[config.mk]
export PLATFORM = sky130hd
export DESIGN_NAME = axc_top
export DESIGN_NICKNAME = d
export VERILOG_FILES = /design/src/axc_pkg.sv /design/src/axc_timer_if.sv /design/src/axc_settle_timer.sv /design/src/axc_xor_check.sv /design/src/axc_top.sv
export SDC_FILE = /design/constraint.sdc
export NUM_CORES = 1
export LEC_CHECK = 0
export ABC_AREA = 0
export BUFFER_PORTS_ARGS = -buffer_cell sky130_fd_sc_hd__buf_2
export CAP_MARGIN = 15
export CORE_MARGIN = 4
export CORE_UTILIZATION = 56
export CTS_CLUSTER_SIZE = 24
export DETAILED_ROUTE_END_ITERATION = 16
export PLACE_DENSITY = 0.81
export SYNTH_ARGS = -nofsm -noshare
export SYNTH_HDL_FRONTEND = slang
export SYNTH_HIERARCHICAL = 1
export SYNTH_SLANG_ARGS = --single-unit
[constraint.sdc]
create_clock -name SYS_CLK_I -period 2.2 [get_ports SYS_CLK_I]
set_input_delay 0.33 -clock SYS_CLK_I [delete_from_list [all_inputs] [get_ports SYS_CLK_I]]
set_output_delay 0.33 -clock SYS_CLK_I [all_outputs]
set_load 0.005 [all_outputs]
[src/axc_pkg.sv]
// Purpose: shared constants and types of the auxiliary converter control block
// Assumes: 250 MHz master clock, registers reached through the plain register port
// Notes: settle-wait figures between the two ends are plain defaults
package axc_pkg;

  // ----------------------------------------------------------------
  // timing
  // ----------------------------------------------------------------
  localparam int unsigned CLK_MHZ = 250;
  localparam int unsigned CLK_PERIOD_NS = 4;
  localparam int unsigned WAIT_CNT_W = 21;
  localparam int unsigned SETTLE_US [8] = '{0, 32, 128, 320, 800, 1600, 4000, 8000};
  localparam int unsigned DOUT_RETURN_NS = 20;
  localparam int unsigned DOUT_RETURN_CYC = (DOUT_RETURN_NS / CLK_PERIOD_NS) < 1 ? 1 :
                                            (DOUT_RETURN_NS / CLK_PERIOD_NS);
  localparam int unsigned DOUT_CNT_W = 8;
  typedef int unsigned axc_wait_tab_type [8];

  // ----------------------------------------------------------------
  // register offsets and reset values
  // ----------------------------------------------------------------
  localparam logic [5:0] ADDR_STATUS = 6'h00;
  localparam logic [5:0] ADDR_CONV_MODE = 6'h01;
  localparam logic [5:0] ADDR_IF_MODE = 6'h02;
  localparam logic [5:0] ADDR_DATA = 6'h04;
  localparam logic [5:0] ADDR_AUX_CFG = 6'h06;
  localparam logic [15:0] CONV_MODE_RST = 16'h0000;
  localparam logic [15:0] IF_MODE_RST = 16'h0000;
  localparam logic [15:0] AUX_CFG_RST = 16'h0800;
  localparam logic [15:0] AUX_WATCH_MASK = 16'hFEFC;

  // ----------------------------------------------------------------
  // field positions
  // ----------------------------------------------------------------
  localparam int unsigned CM_ABSORB_BIT = 14;
  localparam int unsigned CM_WAIT_LSB = 8;
  localparam int unsigned IF_SHORT_BIT = 0;
  localparam int unsigned IF_HOLD_BIT = 1;
  localparam int unsigned IF_STEP_BIT = 2;
  localparam int unsigned IF_WATCH_BIT = 3;
  localparam int unsigned AUX_SELTIME_BIT = 12;
  localparam int unsigned AUX_SYNCSEL_BIT = 11;
  localparam int unsigned AUX_FFUNC_LSB = 9;
  localparam int unsigned AUX_FLEVEL_BIT = 8;
  localparam int unsigned AUX_INEN_LSB = 4;
  localparam int unsigned AUX_OUTEN_LSB = 2;
  localparam int unsigned AUX_LEVEL_LSB = 0;

  // ----------------------------------------------------------------
  // output-rate limits in hundredths of a sample per second
  // ----------------------------------------------------------------
  localparam int unsigned RATE_ABSORB_LIMIT = 260000;
  localparam int unsigned RATE_NO_ABSORB [4] = '{38100, 5952, 4968, 1666};

  // ----------------------------------------------------------------
  // types
  // ----------------------------------------------------------------
  typedef enum logic [1:0] {
    FPF_OFF = 2'b00,
    FPF_INPUT = 2'b01,
    FPF_OPEN_DRAIN = 2'b10,
    FPF_OUTPUT = 2'b11
  } axc_fault_fn_type;

  typedef enum logic [1:0] {
    ST_HELD = 2'b00,
    ST_SETTLE = 2'b01,
    ST_CONVERT = 2'b10,
    ST_WAIT = 2'b11
  } axc_state_type;

  function automatic axc_wait_tab_type settle_table();
    axc_wait_tab_type t;
    for (int i = 0; i < 8; i++) begin
      t[i] = SETTLE_US[i] * CLK_MHZ;
    end
    return t;
  endfunction : settle_table

  function automatic logic rate_no_absorb(input logic [23:0] rate);
    logic hit;
    hit = 1'b0;
    for (int i = 0; i < 4; i++) begin
      if (32'(rate) == RATE_NO_ABSORB[i]) begin
        hit = 1'b1;
      end
    end
    return hit;
  endfunction : rate_no_absorb

  function automatic logic [7:0] fold8(input logic [31:0] v);
    return v[31:24] ^ v[23:16] ^ v[15:8] ^ v[7:0];
  endfunction : fold8

endpackage : axc_pkg

[src/axc_timer_if.sv]
// Purpose: link between the control logic and the settle-wait timer
// Assumes: one master clock
// Notes: start is a one-cycle pulse
`timescale 1ns/1ps
interface axc_timer_if;
  logic start;
  logic [20:0] cycles;
  logic busy;
  logic done;
  modport ctl (output start, output cycles, input busy, input done);
  modport tmr (input start, input cycles, output busy, output done);
endinterface : axc_timer_if

[src/axc_settle_timer.sv]
// Purpose: counts the settle wait before sampling
// Assumes: cycles is stable on the start pulse
// Notes: done pulses two cycles after start for a zero wait
`timescale 1ns/1ps
module axc_settle_timer
  import axc_pkg::*;
(
  input wire logic clk_i,
  input wire logic rstn_i,
  axc_timer_if.tmr tif
);

  logic [WAIT_CNT_W-1:0] cnt_reg;
  logic busy_reg;
  logic done_reg;

  assign tif.busy = busy_reg;
  assign tif.done = done_reg;

  // ----------------------------------------------------------------
  // countdown
  // ----------------------------------------------------------------
  always_ff @(posedge clk_i) begin
    if (!rstn_i) begin
      cnt_reg <= '0;
      busy_reg <= 1'b0;
      done_reg <= 1'b0;
    end else begin
      done_reg <= 1'b0;
      if (tif.start) begin
        cnt_reg <= tif.cycles;
        busy_reg <= 1'b1;
      end else if (busy_reg) begin
        if (cnt_reg == '0) begin
          busy_reg <= 1'b0;
          done_reg <= 1'b1;
        end else begin
          cnt_reg <= cnt_reg - 1'b1;
        end
      end
    end
  end
endmodule : axc_settle_timer

[src/axc_xor_check.sv]
// Purpose: bytewise exclusive-or check value of a read transaction
// Assumes: start coincides with the command byte slot or precedes it
// Notes: sum holds until the next valid byte or start
`timescale 1ns/1ps
module axc_xor_check
  import axc_pkg::*;
(
  input wire logic clk_i,
  input wire logic rstn_i,
  input wire logic start_i,
  input wire logic byte_valid_i,
  input wire logic [7:0] byte_i,
  output logic [7:0] sum_o
);

  logic [7:0] sum_reg;
  assign sum_o = sum_reg;

  // ----------------------------------------------------------------
  // accumulate
  // ----------------------------------------------------------------
  always_ff @(posedge clk_i) begin
    if (!rstn_i) begin
      sum_reg <= 8'h00;
    end else if (start_i) begin
      sum_reg <= byte_valid_i ? byte_i : 8'h00;
    end else if (byte_valid_i) begin
      sum_reg <= sum_reg ^ byte_i;
    end
  end
endmodule : axc_xor_check

[src/axc_top.sv]
// Purpose: auxiliary pin, settle wait, sync, result width and fault flag logic
// Assumes: serial framing decoded outside; inputs synchronous to SYS_CLK_I except SYNC_FAULT_I, which is double-registered
// Notes: registers reached through the plain register port
`timescale 1ns/1ps
module axc_top
  import axc_pkg::*;
#(
  parameter axc_wait_tab_type SETTLE_CYC = settle_table()
) (
  input wire logic SYS_CLK_I,
  input wire logic RSTN_I,
  input wire logic REG_WR_I,
  input wire logic REG_RD_I,
  input wire logic [5:0] REG_ADDR_I,
  input wire logic [15:0] REG_WDATA_I,
  output logic [23:0] REG_RDATA_O,
  input wire logic XFER_START_I,
  input wire logic XFER_BYTE_VALID_I,
  input wire logic [7:0] XFER_BYTE_I,
  output logic [7:0] READ_CHECK_O,
  input wire logic WR_CHECK_FAIL_I,
  input wire logic CS_N_I,
  input wire logic READ_ACTIVE_I,
  input wire logic READ_BIT_I,
  input wire logic READ_END_I,
  input wire logic DATA_READ_DONE_I,
  output logic DOUT_RDY_O,
  input wire logic SYNC_FAULT_I,
  output logic SYNC_FAULT_O,
  output logic SYNC_FAULT_OE_O,
  input wire logic AUX_PIN_ZERO_I,
  output logic AUX_PIN_ZERO_O,
  output logic AUX_PIN_ZERO_OE_O,
  input wire logic AUX_PIN_ONE_I,
  output logic AUX_PIN_ONE_O,
  output logic AUX_PIN_ONE_OE_O,
  input wire logic CONV_DONE_I,
  input wire logic [23:0] CONV_RESULT_I,
  input wire logic RANGE_FAULT_I,
  input wire logic OVERVOLT_I,
  input wire logic UNDERVOLT_I,
  input wire logic [1:0] CHAN_LAST_I,
  input wire logic FILTER_SINC5_I,
  input wire logic [23:0] RATE_CSPS_I,
  input wire logic [23:0] CONV_TIME_US_I,
  output logic FILTER_RESET_O,
  output logic SAMPLE_START_O,
  output logic [1:0] CHAN_SEL_O,
  output logic CHAN_NEXT_O,
  output logic WAIT_ABSORBED_O
);

  // ----------------------------------------------------------------
  // registers
  // ----------------------------------------------------------------
  logic [15:0] conv_mode_reg;
  logic [15:0] if_mode_reg;
  logic [15:0] aux_cfg_reg;
  logic [23:0] data_reg;
  logic rdy_n_reg, conv_fault_reg, crc_fault_reg, cfg_fault_reg;
  logic [7:0] cfg_snap_reg;
  logic [1:0] aux_level_reg;
  logic [23:0] rdata_reg;
  logic sync_s1_reg, sync_s2_reg;
  axc_state_type state_reg, state_next;
  logic sample_start_reg, chan_next_reg, absorbed_reg;
  logic [1:0] chan_reg;
  logic dout_reg, last_bit_reg, hold_reg;
  logic [DOUT_CNT_W-1:0] dout_cnt_reg;

  wire wr_conv = REG_WR_I && REG_ADDR_I == ADDR_CONV_MODE;
  wire wr_if = REG_WR_I && REG_ADDR_I == ADDR_IF_MODE;
  wire wr_aux = REG_WR_I && REG_ADDR_I == ADDR_AUX_CFG;
  wire rd_status = REG_RD_I && REG_ADDR_I == ADDR_STATUS;
  wire [2:0] wait_sel = conv_mode_reg[CM_WAIT_LSB +: 3];
  wire sync_sel = aux_cfg_reg[AUX_SYNCSEL_BIT];
  wire [1:0] ffunc = aux_cfg_reg[AUX_FFUNC_LSB +: 2];
  wire short_mode = if_mode_reg[IF_SHORT_BIT];
  wire watch_en = if_mode_reg[IF_WATCH_BIT];
  wire step_mode = sync_sel && if_mode_reg[IF_STEP_BIT] && CHAN_LAST_I != 2'b00;
  wire hold_reset = sync_sel && !step_mode && !sync_s2_reg;
  wire ext_fault = !sync_sel && ffunc == FPF_INPUT && !sync_s2_reg;
  wire any_fault = conv_fault_reg || crc_fault_reg || cfg_fault_reg;
  wire [7:0] status_byte = {rdy_n_reg, conv_fault_reg, crc_fault_reg, cfg_fault_reg, 2'b00, chan_reg};
  wire [7:0] cfg_sig = fold8({conv_mode_reg, aux_cfg_reg & AUX_WATCH_MASK});
  wire [1:0] aux_pin_in = {AUX_PIN_ONE_I, AUX_PIN_ZERO_I};
  wire [1:0] aux_out_en = aux_cfg_reg[AUX_OUTEN_LSB +: 2];
  wire [1:0] aux_in_en = aux_cfg_reg[AUX_INEN_LSB +: 2];
  logic [1:0] aux_drive;

  // ----------------------------------------------------------------
  // register writes and reads
  // ----------------------------------------------------------------
  always_ff @(posedge SYS_CLK_I) begin
    if (!RSTN_I) begin
      conv_mode_reg <= CONV_MODE_RST;
      if_mode_reg <= IF_MODE_RST;
      aux_cfg_reg <= AUX_CFG_RST;
    end else begin
      if (wr_conv) begin
        conv_mode_reg <= REG_WDATA_I;
      end
      if (wr_if) begin
        if_mode_reg <= REG_WDATA_I;
      end
      if (wr_aux) begin
        aux_cfg_reg <= REG_WDATA_I;
      end
      if (!sync_sel && ffunc == FPF_INPUT) begin
        aux_cfg_reg[AUX_FLEVEL_BIT] <= sync_s2_reg;
      end
    end
  end

  always_ff @(posedge SYS_CLK_I) begin
    if (!RSTN_I) begin
      rdata_reg <= 24'h000000;
    end else if (REG_RD_I) begin
      case (REG_ADDR_I)
        ADDR_STATUS: rdata_reg <= {16'h0000, status_byte};
        ADDR_CONV_MODE: rdata_reg <= {8'h00, conv_mode_reg};
        ADDR_IF_MODE: rdata_reg <= {8'h00, if_mode_reg};
        ADDR_DATA: rdata_reg <= data_reg;
        ADDR_AUX_CFG: rdata_reg <= {8'h00, aux_cfg_reg[15:2], aux_level_reg};
        default: rdata_reg <= 24'h000000;
      endcase
    end
  end
  assign REG_RDATA_O = rdata_reg;

  // ----------------------------------------------------------------
  // auxiliary pins
  // ----------------------------------------------------------------
  for (genvar g = 0; g < 2; g++) begin : g_aux
    always_ff @(posedge SYS_CLK_I) begin
      if (!RSTN_I) begin
        aux_level_reg[g] <= AUX_CFG_RST[AUX_LEVEL_LSB + g];
      end else if (aux_in_en[g]) begin
        aux_level_reg[g] <= aux_pin_in[g];
      end else if (wr_aux) begin
        aux_level_reg[g] <= REG_WDATA_I[AUX_LEVEL_LSB + g];
      end
    end
    assign aux_drive[g] = aux_cfg_reg[AUX_SELTIME_BIT] ? chan_reg[g] : aux_level_reg[g];
  end
  assign AUX_PIN_ZERO_O = aux_drive[0];
  assign AUX_PIN_ONE_O = aux_drive[1];
  assign AUX_PIN_ZERO_OE_O = aux_out_en[0];
  assign AUX_PIN_ONE_OE_O = aux_out_en[1];

  // ----------------------------------------------------------------
  // sync/fault pin
  // ----------------------------------------------------------------
  always_ff @(posedge SYS_CLK_I) begin
    if (!RSTN_I) begin
      sync_s1_reg <= 1'b1;
      sync_s2_reg <= 1'b1;
    end else begin
      sync_s1_reg <= SYNC_FAULT_I;
      sync_s2_reg <= sync_s1_reg;
    end
  end

  always_comb begin
    SYNC_FAULT_O = 1'b0;
    SYNC_FAULT_OE_O = 1'b0;
    if (!sync_sel) begin
      case (ffunc)
        FPF_OPEN_DRAIN: SYNC_FAULT_OE_O = any_fault;
        FPF_OUTPUT: begin
          SYNC_FAULT_OE_O = 1'b1;
          SYNC_FAULT_O = aux_cfg_reg[AUX_FLEVEL_BIT];
        end
        default: SYNC_FAULT_OE_O = 1'b0;
      endcase
    end
  end

  // ----------------------------------------------------------------
  // conversion sequencing
  // ----------------------------------------------------------------
  axc_timer_if tif ();
  axc_settle_timer u_timer (.clk_i(SYS_CLK_I), .rstn_i(RSTN_I), .tif(tif));

  always_comb begin
    state_next = state_reg;
    case (state_reg)
      ST_HELD: if (!hold_reset) state_next = ST_SETTLE;
      ST_SETTLE: if (tif.done) state_next = ST_CONVERT;
      ST_CONVERT: if (CONV_DONE_I) state_next = (step_mode && !sync_s2_reg) ? ST_WAIT : ST_SETTLE;
      ST_WAIT: if (!step_mode || sync_s2_reg) state_next = ST_SETTLE;
      default: state_next = ST_HELD;
    endcase
    if (hold_reset) begin
      state_next = ST_HELD;
    end
  end
  assign tif.start = state_next == ST_SETTLE && state_reg != ST_SETTLE;
  assign tif.cycles = WAIT_CNT_W'(SETTLE_CYC[wait_sel]);

  always_ff @(posedge SYS_CLK_I) begin
    if (!RSTN_I) begin
      state_reg <= ST_HELD;
      sample_start_reg <= 1'b0;
      chan_next_reg <= 1'b0;
      chan_reg <= 2'b00;
    end else begin
      state_reg <= state_next;
      sample_start_reg <= state_reg == ST_SETTLE && tif.done && !hold_reset;
      chan_next_reg <= 1'b0;
      if (state_reg == ST_CONVERT && CONV_DONE_I && !hold_reset) begin
        chan_reg <= chan_reg == CHAN_LAST_I ? 2'b00 : chan_reg + 2'b01;
        chan_next_reg <= 1'b1;
      end
    end
  end
  assign FILTER_RESET_O = state_reg == ST_HELD;
  assign SAMPLE_START_O = sample_start_reg;
  assign CHAN_SEL_O = chan_reg;
  assign CHAN_NEXT_O = chan_next_reg;

  always_ff @(posedge SYS_CLK_I) begin
    if (!RSTN_I) begin
      absorbed_reg <= 1'b0;
    end else begin
      absorbed_reg <= FILTER_SINC5_I && conv_mode_reg[CM_ABSORB_BIT] && wait_sel != 3'b000
                      && (SETTLE_US[wait_sel] * 2) < 32'(CONV_TIME_US_I)
                      && 32'(RATE_CSPS_I) < RATE_ABSORB_LIMIT && !rate_no_absorb(RATE_CSPS_I);
    end
  end
  assign WAIT_ABSORBED_O = absorbed_reg;

  // ----------------------------------------------------------------
  // result, ready and flags
  // ----------------------------------------------------------------
  wire [16:0] rounded = {1'b0, CONV_RESULT_I[23:8]} + {16'h0000, CONV_RESULT_I[7]};
  always_ff @(posedge SYS_CLK_I) begin
    if (!RSTN_I) begin
      data_reg <= 24'h000000;
      rdy_n_reg <= 1'b1;
    end else begin
      if (DATA_READ_DONE_I) begin
        rdy_n_reg <= 1'b1;
      end
      if (state_reg == ST_CONVERT && CONV_DONE_I) begin
        rdy_n_reg <= 1'b0;
        if (OVERVOLT_I) begin
          data_reg <= short_mode ? 24'h00FFFF : 24'hFFFFFF;
        end else if (UNDERVOLT_I) begin
          data_reg <= 24'h000000;
        end else if (short_mode) begin
          data_reg <= {8'h00, rounded[16] ? 16'hFFFF : rounded[15:0]};
        end else begin
          data_reg <= CONV_RESULT_I;
        end
      end
    end
  end

  always_ff @(posedge SYS_CLK_I) begin
    if (!RSTN_I) begin
      conv_fault_reg <= 1'b0;
      crc_fault_reg <= 1'b0;
      cfg_fault_reg <= 1'b0;
      cfg_snap_reg <= 8'h00;
    end else begin
      if ((CONV_DONE_I && RANGE_FAULT_I) || OVERVOLT_I || UNDERVOLT_I || ext_fault) begin
        conv_fault_reg <= 1'b1;
      end else if (!RANGE_FAULT_I) begin
        conv_fault_reg <= 1'b0;
      end
      if (WR_CHECK_FAIL_I) begin
        crc_fault_reg <= 1'b1;
      end else if (rd_status) begin
        crc_fault_reg <= 1'b0;
      end
      if (!watch_en) begin
        cfg_snap_reg <= cfg_sig;
      end
      if (wr_if && !REG_WDATA_I[IF_WATCH_BIT]) begin
        cfg_fault_reg <= 1'b0;
      end else if (watch_en && cfg_sig != cfg_snap_reg) begin
        cfg_fault_reg <= 1'b1;
      end
    end
  end

  // ----------------------------------------------------------------
  // shared out/ready pin
  // ----------------------------------------------------------------
  always_ff @(posedge SYS_CLK_I) begin
    if (!RSTN_I) begin
      dout_reg <= 1'b1;
      last_bit_reg <= 1'b1;
      hold_reg <= 1'b0;
      dout_cnt_reg <= '0;
    end else begin
      if (READ_ACTIVE_I) begin
        last_bit_reg <= READ_BIT_I;
        dout_reg <= READ_BIT_I;
        hold_reg <= 1'b0;
      end else if (READ_END_I) begin
        hold_reg <= 1'b1;
        dout_cnt_reg <= DOUT_CNT_W'(DOUT_RETURN_CYC);
        dout_reg <= last_bit_reg;
      end else if (hold_reg && (if_mode_reg[IF_HOLD_BIT] ? !CS_N_I : dout_cnt_reg > 1)) begin
        dout_cnt_reg <= dout_cnt_reg - 1'b1;
        dout_reg <= last_bit_reg;
      end else begin
        hold_reg <= 1'b0;
        dout_reg <= CS_N_I ? 1'b1 : rdy_n_reg;
      end
    end
  end
  assign DOUT_RDY_O = dout_reg;

  axc_xor_check u_xor (
    .clk_i(SYS_CLK_I),
    .rstn_i(RSTN_I),
    .start_i(XFER_START_I),
    .byte_valid_i(XFER_BYTE_VALID_I),
    .byte_i(XFER_BYTE_I),
    .sum_o(READ_CHECK_O)
  );
endmodule : axc_top

==> flow_results.xml <==
<?xml version="1.0" encoding="UTF-8"?>
<metrics>
  <group name="status">
    <metric name="outcome" unit="">finished clean</metric>
  </group>
  <group name="clocking">
    <metric name="cts.root.buffer_cell" unit="">clkbuf_16</metric>
    <metric name="cts_max_path_buffers" unit="">2</metric>
    <metric name="clock_sinks" unit="">159</metric>
    <metric name="h_tree_levels" unit="">4</metric>
    <metric name="number_of_cts_inserted_buffers" unit="">17</metric>
    <metric name="cts_tree" unit="">yes</metric>
    <metric name="clk_latency" unit="ps">430</metric>
    <metric name="clk_pin_slew_worst_paths" unit="ps">60</metric>
  </group>
  <group name="sta">
    <metric name="setup_viol" unit="">0</metric>
    <metric name="maxClockFrequency" unit="GHz">0.481</metric>
    <metric name="unrepaired_setup_endpoints_after_global_routing" unit="">false</metric>
    <metric name="layout_worst_path_cycle_share" unit="%">94.4</metric>
    <metric name="transition_time_of_the_tightest_slew_check_pin" unit="ps">1130</metric>
    <metric name="timing_hold_violations_final" unit="">0</metric>
    <metric name="final.min_clock_period" unit="ps">2080</metric>
    <metric name="tns_setup" unit="ps">0</metric>
    <metric name="timing.max_slew.rel_slack" unit="%">23.9</metric>
    <metric name="clock_skew" unit="ps">14.4</metric>
    <metric name="slew_viol_final" unit="">0</metric>
  </group>
  <group name="pwr">
    <metric name="cellLeakagePower" unit="nW">4.14</metric>
    <metric name="cellPowerDensity" unit="nW/um^2">658</metric>
    <metric name="peakVddDrop" unit="V">0.000608</metric>
  </group>
  <group name="setup_path">
    <metric name="worst-endpoint-arrival" unit="ps">2450</metric>
    <metric name="crit_path_end_kind" unit="">flip-flop</metric>
    <metric name="required" unit="ps">2570</metric>
    <metric name="cp_max_fo" unit="">15</metric>
    <metric name="worstSetupPathType" unit="">reg -&gt; reg</metric>
    <metric name="startpoint_type" unit="">flip-flop</metric>
  </group>
  <group name="synth">
    <metric name="synth_seq_area_share" unit="%">37.8</metric>
    <metric name="postSynth.topFlopCell" unit="">dfxtp_1</metric>
    <metric name="synth_largest_area_cell" unit="">dfxtp_1</metric>
    <metric name="synth_warnings" unit="">6</metric>
    <metric name="number_of_flops_mapped_to_enable_cells_by_yosys" unit="">0</metric>
    <metric name="synth.most_common_cell" unit="">dfxtp_1</metric>
    <metric name="proportion_of_register_bits_with_asynchronous_set_or_reset_after_synthesis" unit="%">0</metric>
    <metric name="yosysUniqueCellTypes" unit="">77</metric>
    <metric name="post_synth.cell_area_avg" unit="um^2">8.24</metric>
    <metric name="yosys_register_bits" unit="">159</metric>
    <metric name="number_of_cells_produced_by_synthesis" unit="">1023</metric>
    <metric name="synth_top_cells_by_count" unit="">dfxtp_1, nand2_1, o21ai_0, nand3_1, a21oi_1</metric>
    <metric name="synthTopCellsByArea" unit="">dfxtp_1, nand2_1, xnor2_1</metric>
    <metric name="synth_top_cell_area_share" unit="%">37.8</metric>
    <metric name="synth_area" unit="um^2">8430</metric>
  </group>
  <group name="detailed_routing">
    <metric name="drt-pass1-iter-count" unit="">7</metric>
    <metric name="post-route-drc-count" unit="">0</metric>
    <metric name="num_vias" unit="">8121</metric>
    <metric name="drt-wirelength-per-cell" unit="um">17.0</metric>
    <metric name="drt-initial-drc-count" unit="">812</metric>
    <metric name="vias_per_cell" unit="">5.87</metric>
    <metric name="drt.antenna.violating_nets" unit="">0</metric>
    <metric name="total_wire_length" unit="mm">23.5</metric>
  </group>
  <group name="floorplan">
    <metric name="initial_core_util" unit="%">57.5</metric>
    <metric name="die-width" unit="um">131</metric>
    <metric name="fp.coreArea" unit="um^2">14600</metric>
    <metric name="boundary_pins" unit="">169</metric>
    <metric name="fp.dieH" unit="um">131</metric>
    <metric name="rows" unit="">44</metric>
    <metric name="floorplan.die_area" unit="um^2">17100</metric>
  </group>
  <group name="grt">
    <metric name="grt_overflow_total" unit="">0</metric>
    <metric name="global_route_wire_length_before_repair" unit="mm">37.6</metric>
    <metric name="grt_antenna_before_repair" unit="">1</metric>
    <metric name="grt_max_degree" unit="">68</metric>
    <metric name="via_count_of_the_first_global_routing_pass" unit="">7671</metric>
    <metric name="grt_util_all_layers" unit="%">27.7</metric>
  </group>
  <group name="cells_and_area">
    <metric name="post_route_cells_drive_above_1_share" unit="%">21.5</metric>
    <metric name="fin_nets" unit="">1328</metric>
    <metric name="fill_cells" unit="">1196</metric>
    <metric name="finish.cell_count_without_fillers" unit="">1384</metric>
    <metric name="area.growth.synth_to_final" unit="%">19.7</metric>
  </group>
  <group name="flow_run">
    <metric name="drv.max_cap_violation_count" unit="">0</metric>
  </group>
  <group name="place">
    <metric name="port_buffers" unit="">168</metric>
    <metric name="post-place-cells" unit="">1349</metric>
    <metric name="globalplace.congestion" unit="">0.905</metric>
    <metric name="hpwlAfterDp" unit="mm">16.9</metric>
  </group>
  <group name="worst_hold_path">
    <metric name="hold_class" unit="">in -&gt; reg</metric>
  </group>
</metrics>
## final timing paths
check | start | end | slack (ps) | cells after the start
worst max-delay path | dout_cnt_reg[2] | dout_cnt_reg[5] | 120 | 5
worst max register to register | dout_cnt_reg[2] | dout_cnt_reg[5] | 120 | 5
worst min register to register | REG_RDATA_O[22] | REG_RDATA_O[22] | 460 | 2
worst min-delay path | SYNC_FAULT_I | sync_s1_reg | 100 | 2
## report_power, final
part           total, W  switching, W  internal (W)
clock network   0.00283       0.00113       0.00170
logic          0.000783      0.000430      0.000353
registers       0.00302     0.0000709       0.00295
total           0.00664       0.00164       0.00500
## logic make-up after synthesis
family,share of synthesized area [%]
AND/OR/NAND/NOR,24.0
XOR/XNOR,6.65
buffers and inverters,4.60
AO/OA/AOI/OAI,22.1
flip-flops,37.8
adder cells (fa/ha/maj),2.67
multiplexers,2.20
other,0.0445
## cells in the final DEF, fill, tap and decap left out, drive strengths merged, types with 8 or more instances in the layout
master | Yosys | final
a221oi | 8 | 8
a22o | 10 | 10
o211ai | 19 | 19
a21oi | 62 | 62
inv | 32 | 32
nor2b | 29 | 29
nor3 | 20 | 20
dfxtp | 159 | 159
a222oi | 10 | 10
buf | 12 | 199
nor2 | 53 | 53
nand4 | 8 | 8
nand3 | 64 | 64
xor2 | 19 | 19
ha | 18 | 18
clkbuf | 48 | 26
mux2i | 14 | 14
o21ai | 76 | 76
nor4 | 18 | 18
and2 | 22 | 22
nand2 | 120 | 120
a31oi | 8 | 8
a21boi | 51 | 51
xnor2 | 45 | 45
nand2b | 14 | 14
## per-stage QoR
step                      util [%]  setup WS (ps)  hold WS (ps)  total power [W]  cell area, um^2
after floorplan                  -            147           386          0.00354             8450
after global placement        64.8            117           441          0.00383             9490
after detailed placement      64.8           59.6           446          0.00385             9490
after CTS                     68.7           49.3          81.5          0.00666            10100
after global routing          68.9           14.4           112          0.00689            10100
final                         68.9            122           103          0.00664            10100
## timing repair
action | in CTS | in global routing
setup endpoints to repair | 0 | 8
hold buffers | 0 | 0
resized for setup | 0 | 4
setup buffers | 0 | 2
## cell type report
class | count | area [um^2] | area share (%)
antenna | 1 | 2.50 | 0.0248
clock inverter | 6 | 55.1 | 0.546
tap | 184 | 230 | 2.28
clock buffer | 26 | 509 | 5.05
inverter | 32 | 120 | 1.19
timing repair buffer | 199 | 1100 | 10.9
multi-input combinational | 777 | 4880 | 48.4
sequential | 159 | 3190 | 31.6
## critical path, stage by stage, from the launching register on
cell and delay (ps):
dfxtp_1 350, or4_4 580, o41ai_4 450, a21oi_4 190, a311oi_1 320, a41o_1 130
## routing by layer
layer,GRT usage [%],vias to the layer above,part of all wire [%]
li1,-,3980,-
met1,35.9,3790,43
met2,44.7,310,47
met3,6.18,41,6.9
met4,11.9,0,2.9
met5,0,-,0
No activity file was read; power rests on OpenSTA's default activity.
